===== src/logic/tbe_map.svh =====
// Constants for the twelve-bit instruction executor
`ifndef TBE_MAP_SVH
`define TBE_MAP_SVH
`define TBE_OSC_PER_CYC 2'h3
`define TBE_OP6_HI 11
`define TBE_OP6_LO 6
`define TBE_DEST_BIT 5
`define TBE_SLOT_HI 4
`define TBE_OP4_LO 8
`define TBE_POS_HI 7
`define TBE_POS_LO 5
`define TBE_OP3_LO 9
`define TBE_K9_HI 8
`define TBE_OP6_INVERT 6'h09
`define TBE_OP6_DEC 6'h03
`define TBE_OP6_DECSKIP 6'h0B
`define TBE_OP6_INC 6'h0A
`define TBE_OP4_SETBIT 4'h5
`define TBE_OP4_SKIPLOW 4'h6
`define TBE_OP4_SKIPHIGH 4'h7
`define TBE_OP3_JUMP 3'h5
`define TBE_PAGE_HI 6
`define TBE_PAGE_LO 5
`define TBE_PCPG_HI 10
`define TBE_PCPG_LO 9
`define TBE_NULL_BIT 2
`define TBE_NOP_WORD 12'h000
`endif


===== src/logic/tbe_pkg.sv =====
// Types for the twelve-bit instruction executor
package tbe_pkg;
  typedef enum logic [8:0] {
    TBE_OP_NONE = 9'h001,
    TBE_OP_SETBIT = 9'h002,
    TBE_OP_SKIPLOW = 9'h004,
    TBE_OP_SKIPHIGH = 9'h008,
    TBE_OP_INVERT = 9'h010,
    TBE_OP_DEC = 9'h020,
    TBE_OP_DECSKIP = 9'h040,
    TBE_OP_INC = 9'h080,
    TBE_OP_JUMP = 9'h100
  } tbe_op_type;
endpackage : tbe_pkg


===== src/logic/tbe_dec_if.sv =====
// Decoded fields passed from decoder to executor
`timescale 1ns/10ps
`default_nettype none
interface tbe_dec_if;
  tbe_pkg::tbe_op_type op;
  logic dest;
  logic [4:0] slot;
  logic [2:0] pos;
  logic [8:0] k9;
  modport dec (output op, dest, slot, pos, k9);
  modport exe (input op, dest, slot, pos, k9);
endinterface : tbe_dec_if
`default_nettype wire


===== src/logic/tbe_executor.sv =====
// Decode and execute of a subset of the twelve-bit instruction set
// Notes on behaviour
// - One instruction cycle is four clock periods.
// - One cycle per instruction; taken skips and jumps take two.
// - Byte ops: opcode 11..6, destination bit 5, register slot 4..0.
// - Bit ops: opcode 11..8, bit position 7..5, register slot 4..0.
// - Literal ops: opcode 11..8, eight-bit immediate 7..0.
// - Absolute jump: opcode 11..9, nine-bit immediate 8..0.
// - Destination 0 writes accumulator, 1 writes the file register.
// - Don't-care bits are ignored by decode.
// - Skip-on-low replaces next instruction with no-op when bit is zero.
// - Skip-on-high replaces next instruction with no-op when bit is one.
// - Invert stores complement per destination, updates null flag only.
// - Decrement stores minus one, null flag set on zero.
// - Decrement-skip stores minus one, no flags, skips on zero.
// - Jump loads immediate into counter bits 8..0, two cycles.
// - Jump loads counter bits 10..9 from status bits 6..5.
// - Increment stores plus one modulo 256, null flag on zero.
// - Register slot addresses one of 32 registers in the bank.
`include "tbe_map.svh"
`timescale 1ns/10ps
`default_nettype none
module tbe_executor (
  input wire logic clk,
  input wire logic arst_n,
  input wire logic [11:0] instr,
  input wire logic [7:0] file_rdata,
  input wire logic [7:0] status_in,
  input wire logic [7:0] acc_in,
  output logic [4:0] file_addr,
  output logic [7:0] file_wdata,
  output logic file_we,
  output logic [7:0] acc_out,
  output logic acc_we,
  output logic null_flag,
  output logic null_we,
  output logic [10:0] pc_load,
  output logic pc_we,
  output logic fetch_req,
  output logic squash,
  output logic [11:0] pass_word,
  output logic pass_valid
);
  typedef struct packed {
    logic [1:0] rst_sync;
    logic [1:0] phase;
    logic second;
    logic [4:0] file_addr;
    logic [7:0] file_wdata;
    logic file_we;
    logic [7:0] acc_out;
    logic acc_we;
    logic null_flag;
    logic null_we;
    logic [10:0] pc_load;
    logic pc_we;
    logic fetch_req;
    logic squash;
    logic [11:0] pass_word;
    logic pass_valid;
  } tbe_state_type;

  tbe_state_type cur;
  tbe_state_type next_cur;
  logic rst_n;
  logic [11:0] word;
  logic [7:0] res;
  logic [7:0] mask;
  logic take;
  logic is_byte;

  tbe_dec_if dif ();

  assign rst_n = cur.rst_sync[1];
  // In the second cycle of a taken skip or jump the word is a no-op
  assign word = cur.second ? `TBE_NOP_WORD : instr;

  tbe_decoder u_dec (
    .word(word),
    .d(dif.dec)
  );

  ////////////////////////////////////////////////////////////////////////
  always_comb begin
    mask = 8'h01 << dif.pos;
    res = file_rdata;
    take = 1'b0;
    is_byte = 1'b0;
    unique case (dif.op)
      tbe_pkg::TBE_OP_SETBIT: res = file_rdata | mask;
      tbe_pkg::TBE_OP_SKIPLOW: take = (file_rdata & mask) == 8'h00;
      tbe_pkg::TBE_OP_SKIPHIGH: take = (file_rdata & mask) != 8'h00;
      tbe_pkg::TBE_OP_INVERT: begin
        res = ~file_rdata;
        is_byte = 1'b1;
      end
      tbe_pkg::TBE_OP_DEC: begin
        res = file_rdata - 8'h01;
        is_byte = 1'b1;
      end
      tbe_pkg::TBE_OP_DECSKIP: begin
        res = file_rdata - 8'h01;
        is_byte = 1'b1;
        take = res == 8'h00;
      end
      tbe_pkg::TBE_OP_INC: begin
        res = file_rdata + 8'h01;
        is_byte = 1'b1;
      end
      tbe_pkg::TBE_OP_JUMP: take = 1'b1;
      tbe_pkg::TBE_OP_NONE: res = file_rdata;
    endcase
  end

  ////////////////////////////////////////////////////////////////////////
  always_comb begin
    next_cur = cur;
    next_cur.rst_sync = {cur.rst_sync[0], 1'b1};
    next_cur.phase = cur.phase + 2'h1;
    next_cur.file_we = 1'b0;
    next_cur.acc_we = 1'b0;
    next_cur.null_we = 1'b0;
    next_cur.pc_we = 1'b0;
    next_cur.fetch_req = 1'b0;
    next_cur.squash = 1'b0;
    next_cur.pass_valid = 1'b0;
    next_cur.file_addr = dif.slot;
    if (cur.phase == `TBE_OSC_PER_CYC) begin
      next_cur.fetch_req = 1'b1;
      next_cur.second = take;
      next_cur.squash = take;
      next_cur.file_wdata = res;
      next_cur.acc_out = res;
      if (dif.op == tbe_pkg::TBE_OP_SETBIT) begin
        next_cur.file_we = 1'b1;
      end
      if (is_byte) begin
        next_cur.file_we = dif.dest;
        next_cur.acc_we = ~dif.dest;
      end
      if (dif.op == tbe_pkg::TBE_OP_INVERT || dif.op == tbe_pkg::TBE_OP_DEC ||
          dif.op == tbe_pkg::TBE_OP_INC) begin
        next_cur.null_we = 1'b1;
        next_cur.null_flag = res == 8'h00;
      end
      if (dif.op == tbe_pkg::TBE_OP_JUMP) begin
        next_cur.pc_we = 1'b1;
        next_cur.pc_load = {status_in[`TBE_PAGE_HI:`TBE_PAGE_LO], dif.k9};
      end
      if (dif.op == tbe_pkg::TBE_OP_NONE && !cur.second) begin
        next_cur.pass_word = instr;
        next_cur.pass_valid = 1'b1;
      end
    end
  end

  always_ff @(posedge clk or negedge arst_n) begin
    if (!arst_n) begin
      cur <= '0;
    end else if (!rst_n) begin
      cur <= '0;
      cur.rst_sync <= {cur.rst_sync[0], 1'b1};
    end else begin
      cur <= next_cur;
    end
  end

  assign file_addr = cur.file_addr;
  assign file_wdata = cur.file_wdata;
  assign file_we = cur.file_we;
  assign acc_out = cur.acc_out;
  assign acc_we = cur.acc_we;
  assign null_flag = cur.null_flag;
  assign null_we = cur.null_we;
  assign pc_load = cur.pc_load;
  assign pc_we = cur.pc_we;
  assign fetch_req = cur.fetch_req;
  assign squash = cur.squash;
  assign pass_word = cur.pass_word;
  assign pass_valid = cur.pass_valid;
endmodule : tbe_executor
`default_nettype wire


===== src/logic/tbe_decoder.sv =====
// Field extraction and opcode decode of one instruction word
`include "tbe_map.svh"
`timescale 1ns/10ps
`default_nettype none
module tbe_decoder (
  input wire logic [11:0] word,
  tbe_dec_if.dec d
);
  always_comb begin
    d.dest = word[`TBE_DEST_BIT];
    d.slot = word[`TBE_SLOT_HI:0];
    d.pos = word[`TBE_POS_HI:`TBE_POS_LO];
    d.k9 = word[`TBE_K9_HI:0];
    d.op = tbe_pkg::TBE_OP_NONE;
    if (word[`TBE_OP6_HI:`TBE_OP3_LO] == `TBE_OP3_JUMP) begin
      d.op = tbe_pkg::TBE_OP_JUMP;
    end else if (word[`TBE_OP6_HI:`TBE_OP4_LO] == `TBE_OP4_SETBIT) begin
      d.op = tbe_pkg::TBE_OP_SETBIT;
    end else if (word[`TBE_OP6_HI:`TBE_OP4_LO] == `TBE_OP4_SKIPLOW) begin
      d.op = tbe_pkg::TBE_OP_SKIPLOW;
    end else if (word[`TBE_OP6_HI:`TBE_OP4_LO] == `TBE_OP4_SKIPHIGH) begin
      d.op = tbe_pkg::TBE_OP_SKIPHIGH;
    end else begin
      // Only opcode bits select; operand bits never steer decode
      unique case (word[`TBE_OP6_HI:`TBE_OP6_LO])
        `TBE_OP6_INVERT: d.op = tbe_pkg::TBE_OP_INVERT;
        `TBE_OP6_DEC: d.op = tbe_pkg::TBE_OP_DEC;
        `TBE_OP6_DECSKIP: d.op = tbe_pkg::TBE_OP_DECSKIP;
        `TBE_OP6_INC: d.op = tbe_pkg::TBE_OP_INC;
        default: d.op = tbe_pkg::TBE_OP_NONE;
      endcase
    end
  end
endmodule : tbe_decoder
`default_nettype wire


===== config.mk =====
export PLATFORM = sky130hd
export DESIGN_NAME = tbe_executor
export DESIGN_NICKNAME = d
export VERILOG_FILES = /design/src/logic/tbe_pkg.sv /design/src/logic/tbe_dec_if.sv /design/src/logic/tbe_executor.sv /design/src/logic/tbe_decoder.sv
export VERILOG_INCLUDE_DIRS = /design/src /design/src/logic
export SDC_FILE = /design/constraint.sdc
export NUM_CORES = 1
export LEC_CHECK = 0
export ABC_AREA = 1
export BUFFER_PORTS_ARGS = -buffer_cell sky130_fd_sc_hd__clkbuf_2
export CAP_MARGIN = 15
export CORE_MARGIN = 5
export CORE_UTILIZATION = 47
export CTS_CLUSTER_SIZE = 40
export DETAILED_ROUTE_END_ITERATION = 6
export MAX_ROUTING_LAYER = met4
export PLACE_DENSITY = 0.76
export REMOVE_ABC_BUFFERS = 1
export SLEW_MARGIN = 20
export SYNTH_ARGS = -nofsm -noshare
export SYNTH_HDL_FRONTEND = slang
export SYNTH_SLANG_ARGS = --single-unit

===== constraint.sdc =====
create_clock -name clk -period 1.75 [get_ports clk]
set_clock_uncertainty 0.1 [all_clocks]
set_input_delay 0.35 -clock clk [delete_from_list [all_inputs] [get_ports clk]]
set_output_delay 0.35 -clock clk [all_outputs]
set_load 0.05 [all_outputs]

After elaboration in Yosys (flattened, before gate mapping)
Index checks and enable logic that the tools add are counted.

storage, ports and cells
  flip-flop bits (word level) = 57
  bits of input ports = 38
  word-level logic and storage cells = 77

operators by class
  $add $sub $neg = 3
  eq/ne operators = 22
  shift-type cells = 1
  multiplexer cells = 18
  bitwise logic cells = 4
  reductions and logical operators = 13

operator list
  cell                                                                     count
  8-bit case mux with 4 select lines                                       2
  55-bit 2-to-1 mux                                                        1
  47-bit 2-to-1 mux                                                        1
  9-bit 2-to-1 mux                                                         4
  8-bit zero test                                                          3
  12-bit 2-to-1 mux                                                        2
  6-bit by 4-bit equality test with 1-bit output, second input constant    3
  13-bit 2-to-1 mux                                                        1
  4-bit by 3-bit equality test with 1-bit output, second input constant    3
  9-bit by 1-bit equality test with 1-bit output, second input constant    1
  9-bit by 2-bit equality test with 1-bit output, second input constant    1
  9-bit by 3-bit equality test with 1-bit output, second input constant    1
  9-bit by 4-bit equality test with 1-bit output, second input constant    1
  9-bit by 5-bit equality test with 1-bit output, second input constant    1
  9-bit by 6-bit equality test with 1-bit output, second input constant    1
  9-bit by 7-bit equality test with 1-bit output, second input constant    1
  9-bit by 8-bit equality test with 1-bit output, second input constant    1
  9-bit equality test, second input constant                               1
  8-bit by 1-bit adder with 8-bit output, second input constant            1
  8-bit AND                                                                1
  2-bit by 1-bit inequality test with 1-bit output, second input constant  4
  8-bit NOT                                                                1
  8-bit OR                                                                 1
  8-bit nonzero test                                                       1
  16 further kinds                                                         23

Logic depth before layout (Yosys ltp)
  word-level depth = 14
  mapped depth = 14
  mapped depth without buffers = 14

Cells and area by module
From an unflattened synthesis, not the netlist that was laid out.

unflattened totals
  cells, all modules = 468
  area, all modules = 3445.8 µm²

by module, submodules not included
  module        instances  cells an instance  area an instance (µm²)  sequential area each (µm²)
  tbe_executor  1          422                3185.6                  1226.2
  tbe_decoder   1          46                 260.2                   0.0

Least setup slack after synthesis
Ideal clock, no wire load.

  path kind = register to register
  from = register cur[52] (netlist bit)
  to = register cur, in the netlist pass_word[1]
  arrival = 1.629 ns
  path slack = -0.098 ns
  stages on the path, launching flop included = 11
  period minus slack after synthesis = 1.848 ns
  path through = dfrtp_1 inv_2 buf_6 o21ai_0 o21ai_2 nand2_2 nor3b_2 nand2_1 buf_6 nand3_1 o21ai_2

on the way
  cells in the longest elaborated chain, start to end = 11

RTL lines
  element                                                                                                           RTL line             RTL
  start: declaration                                                                                                tbe_executor.sv:63   tbe_state_type cur;
  start signal: assignment                                                                                          tbe_executor.sv:164  cur <= next_cur;
  12-bit 2-to-1 mux                                                                                                 tbe_executor.sv:76   assign word = cur.second ? `TBE_NOP_WORD : instr;
  6-bit by 4-bit equality test with 1-bit output or 6-bit by 2-bit equality test with 1-bit output (tied branches)  tbe_decoder.sv:25    unique case (word[`TBE_OP6_HI:`TBE_OP6_LO])
  8-bit case mux with 4 select lines                                                                                tbe_decoder.sv:25
  9-bit 2-to-1 mux                                                                                                  tbe_decoder.sv:21    end else if (word[`TBE_OP6_HI:`TBE_OP4_LO] == `TBE_OP4_SKIPHIGH) begin
  9-bit 2-to-1 mux                                                                                                  tbe_decoder.sv:19    end else if (word[`TBE_OP6_HI:`TBE_OP4_LO] == `TBE_OP4_SKIPLOW) begin
  9-bit 2-to-1 mux                                                                                                  tbe_decoder.sv:17    end else if (word[`TBE_OP6_HI:`TBE_OP4_LO] == `TBE_OP4_SETBIT) begin
  9-bit 2-to-1 mux                                                                                                  tbe_decoder.sv:15    if (word[`TBE_OP6_HI:`TBE_OP3_LO] == `TBE_OP3_JUMP) begin
  9-bit by 1-bit equality test with 1-bit output                                                                    tbe_executor.sv:150  if (dif.op == tbe_pkg::TBE_OP_NONE && !cur.second) begin
  1-bit logical AND *                                                                                               tbe_executor.sv:150
  2-bit by 1-bit inequality test with 1-bit output (no source line) *                                               n/a
  2-bit AND reduction (no source line) *                                                                            n/a

Every way passes the cells marked *; elsewhere a longest branch is shown, timed or not.
A chain may end at the register's enable or synchronous reset.

Worst setup path in the final report
  from = register cur[52] (netlist bit)
  to = register cur, in the netlist pass_word[9]

The elaborated chain is that of the path after synthesis.

==> impl_summary.txt <==
----------------------------------------------------
[Setup path]
  Crit-path slowest cell ... dfrtp_1
  Type of element capturing the critical path ... register
  Slowest stage delay, CP ... 0.41 ns
  Worst Path Max Fanout ... 8
  Data arrival time of the worst path ... 1.97 ns
  Worst path cell trace ... inv_4, buf_6, nand2_4, nor2_4, o21ai_4, nand2_2, nor3b_4, nand2_2, buf_6, nand3_2, o21ai_2
  Critical path launch point type ... register
  Critical setup path kind ... register to register
  Largest delay share family, worst path ... simple AND/OR/NAND/NOR gates
  Required time of the critical path ... 1.85 ns
  Count of buffer and inverter cells on the critical path ... 3

[GRT]
  Global router's overall resource usage ... 21.2%
  Final global-route overflow total ... 0
  Initial antenna violation count ... 0
  Pin count of the biggest net entering global routing ... 50
  Wire length of the first global-routing pass ... 14.4 mm
  Via count of the first global-routing pass ... 3117

[Hold path]
  Min-delay worst type ... input pin to register

[Clock tree]
  Root Buffer Master ... clkbuf_8
  CTS Buffer Depth ... 2
  Clock network latency to the later pin of the worst-skew pair ... 0.30 ns
  Clk slew on worst S/H paths ... 0.09 ns
  Clock net sink count ... 49
  Clock tree from TritonCTS ... yes
  TritonCTS buffer count ... 5
  Number of H-tree levels ... 2

[Route]
  Routed length per instance ... 14.9 um
  Detailed Route Iter0 Violations ... 239
  Final antenna-violating net count ... 0
  Wirelength, routed ... 8.84 mm
  DRC violations left ... 0
  Via count of the routed design ... 3091
  First-pass DRT Iterations ... 4
  Average vias per placed instance ... 5.20

[Synth]
  Total standard cell area after synthesis ... 3110 um^2
  Top post-synthesis cells by count ... nand2_1, nand3_1, nor2_1
  Post-synthesis register bit count ... 49
  Count of warnings emitted by yosys ... 0
  Mean instance size in the synthesized netlist ... 7.25 um^2
  Yosys cell types ... 29
  Number of cells produced by synthesis ... 429
  Cell types occupying the most area after synthesis ... dfrtp_1, nand2_1, buf_4, nand3_1, nor2_1
  Most frequently used cell type in the post-synthesis netlist ... nand2_1
  Share of synthesized flip-flops with an asynchronous set or reset ... 100%
  Sequential-to-total area share from yosys stat ... 39.4%
  Number of enable-type register cells in the synthesized netlist ... 0
  Area share of the largest cell type after synthesis ... 39.4%
  Main flop type after synthesis ... dfrtp_1
  Top cell type by total area after synthesis ... dfrtp_1

[STA]
  Slew Limit Fails ... 0
  Final count of hold timing violations ... 0
  Ratio of final minimum period to clock period ... 107%
  RSZ-0062 raised after global routing ... true
  Final Setup Violations ... 18
  Maximum clock frequency ... 533 MHz
  Shortest clock period the worst path allows after layout ... 1.88 ns
  Accumulated negative setup slack ... -1.70 ns
  Final worst setup slack ... -0.126 ns

[Die]
  Area of the placeable core ... 6390 um^2
  Die H ... 91.4 um
  Core Rows ... 29
  Starting density of the core ... 48.7%
  Full die area ... 8350 um^2
  Die extent in x ... 91.4 um
  I/O pin total ... 90

[Power and ir drop]
  Total power after layout ... 0.00244 W
  Power per unit of standard cell area ... 597 nW/um^2
  Leakage ... 2.20 nW
  Largest voltage drop on the vdd net ... 0.000486 V

[Cells and area]
  Net count reported at finish ... 558
  Fraction of final layout cells sized beyond drive strength 1 ... 42.4%
  Antenna diode count ... 0
  Number of cells in the finished layout apart from fillers ... 594
  Synthesis-to-layout area growth ... 31.4%
  Post-layout util ... 64.0%

[Placed design]
  Cell count after placement ... 573
  Placement-stage worst setup slack ... -0.213 ns
  DPL Wire Length ... 6.24 mm
  Final estimated routing congestion in global placement ... 0.929
  Number of input and output port buffers inserted ... 75

[Status]
  Result of the run ... finished with violations
  Violated checks ... setup timing

[Job]
  Max Cap Violations ... 0

----------------------------------------------------
-- layout make-up --
cell class / count / area [um^2]
fillers: 516 / 2300
repair buffers: 136 / 893
inverters: 42 / 163
clock buffers: 6 / 72.6
well taps: 77 / 96.3
multi-input cells: 282 / 1620
clock inverters: 2 / 15.0
flip-flops and latches: 49 / 1230
-- sequential cells by signal, summed over array words and instances, names as in the netlist --
signal and cells:
cur 5, null_we 1, squash 1, file_wdata 8, fetch_req 1, file_addr 5, pass_word 12, pc_load 11
file_we 1, null_flag 1, pass_valid 1, pc_we 1, acc_we 1
-- worst reg2reg max path: cells and delay by family (launching register included) --
| kind | cells | cell delay, ns |
|---|---|---|
| flops | 1 | 0.41 |
| compound gates | 2 | 0.24 |
| buf+inv | 3 | 0.38 |
| simple gates | 6 | 0.62 |
-- layer usage --
metal	track usage, %	part of all wire (%)	up-vias
met1	23.9	41	1433
met3	3.64	5.9	26
met4	6.23	2.5	0
met5	-	0	-
li1	-	-	1514
met2	38.3	50	118
-- kinds of logic after synthesis --
family / share of synthesized area (%)
AOI/OAI and AO/OA: 7.44
xor gates and xnor gates: 0.563
adders and majority gates: 1.61
buffers and inverters: 17.9
DFF: 39.4
other: 0.121
and+or+nand+nor: 32.9
-- cell usage in the layout, fill, tap and decap left out, types with 2 or more instances in the layout --
cell / n
nor2_2: 12
nand2_1: 93
nand2_4: 2
inv_1: 35
dfrtp_1: 49
o21ai_2: 11
nand3_4: 2
ha_1: 4
nor2_1: 40
o21ai_0: 10
clkbuf_2: 75
nand4_1: 10
o21ai_4: 2
o31ai_1: 5
nor2_4: 6
inv_2: 4
nand3_1: 34
nand2_2: 8
buf_6: 12
clkinvlp_4: 2
inv_4: 2
nand3_2: 25
nor3_2: 2
buf_4: 47
o21ai_1: 9
clkbuf_8: 5
-- through the flow --
step,instance area (um^2),hold slack (ns)
6_report,4090,0.157
5_1_grt,4090,0.165
4_1_cts,3880,0.155
3_5_place_dp,3560,0.243
3_3_place_gp,3560,0.236
2_1_floorplan,2710,-0.0456
-- power breakdown --
part           leakage (nW)  switching (W)  internal, W
Sequential            0.670      0.0000179      0.00116
Combinational          1.49       0.000400     0.000200
Clock                0.0374       0.000381     0.000282
Total                  2.20       0.000800      0.00164
-- what timing repair did --
action | CTS | global route
resized for setup | 48 | 54
hold buffers | 1 | 0
endpoints found under the setup margin | 24 | 33
buffers inserted | 5 | 6
pin swaps | 13 | 31
endpoints found under the hold margin | 49 | 0
cloned | 2 | 0
-- path summary, 6_finish.rpt --
check	slack [ns]	to	start	cells after the start
max	-0.13	pass_word[9]$_DFFE_PN0P_	cur[52]$_DFFE_PN0P_	11
min	0.16	pc_load[10]$_DFFE_PN0P_	status_in[6]	3
max reg2reg	-0.13	pass_word[9]$_DFFE_PN0P_	cur[52]$_DFFE_PN0P_	11
min reg2reg	0.26	cur[56]$_DFF_PN0_	cur[55]$_DFF_PN0_	0
max in group asynchronous	0.86	file_wdata[7]$_DFFE_PN0P_	arst_n	3
min in group asynchronous	0.46	pc_load[0]$_DFFE_PN0P_	arst_n	3
(Power assumes the default switching activity.)
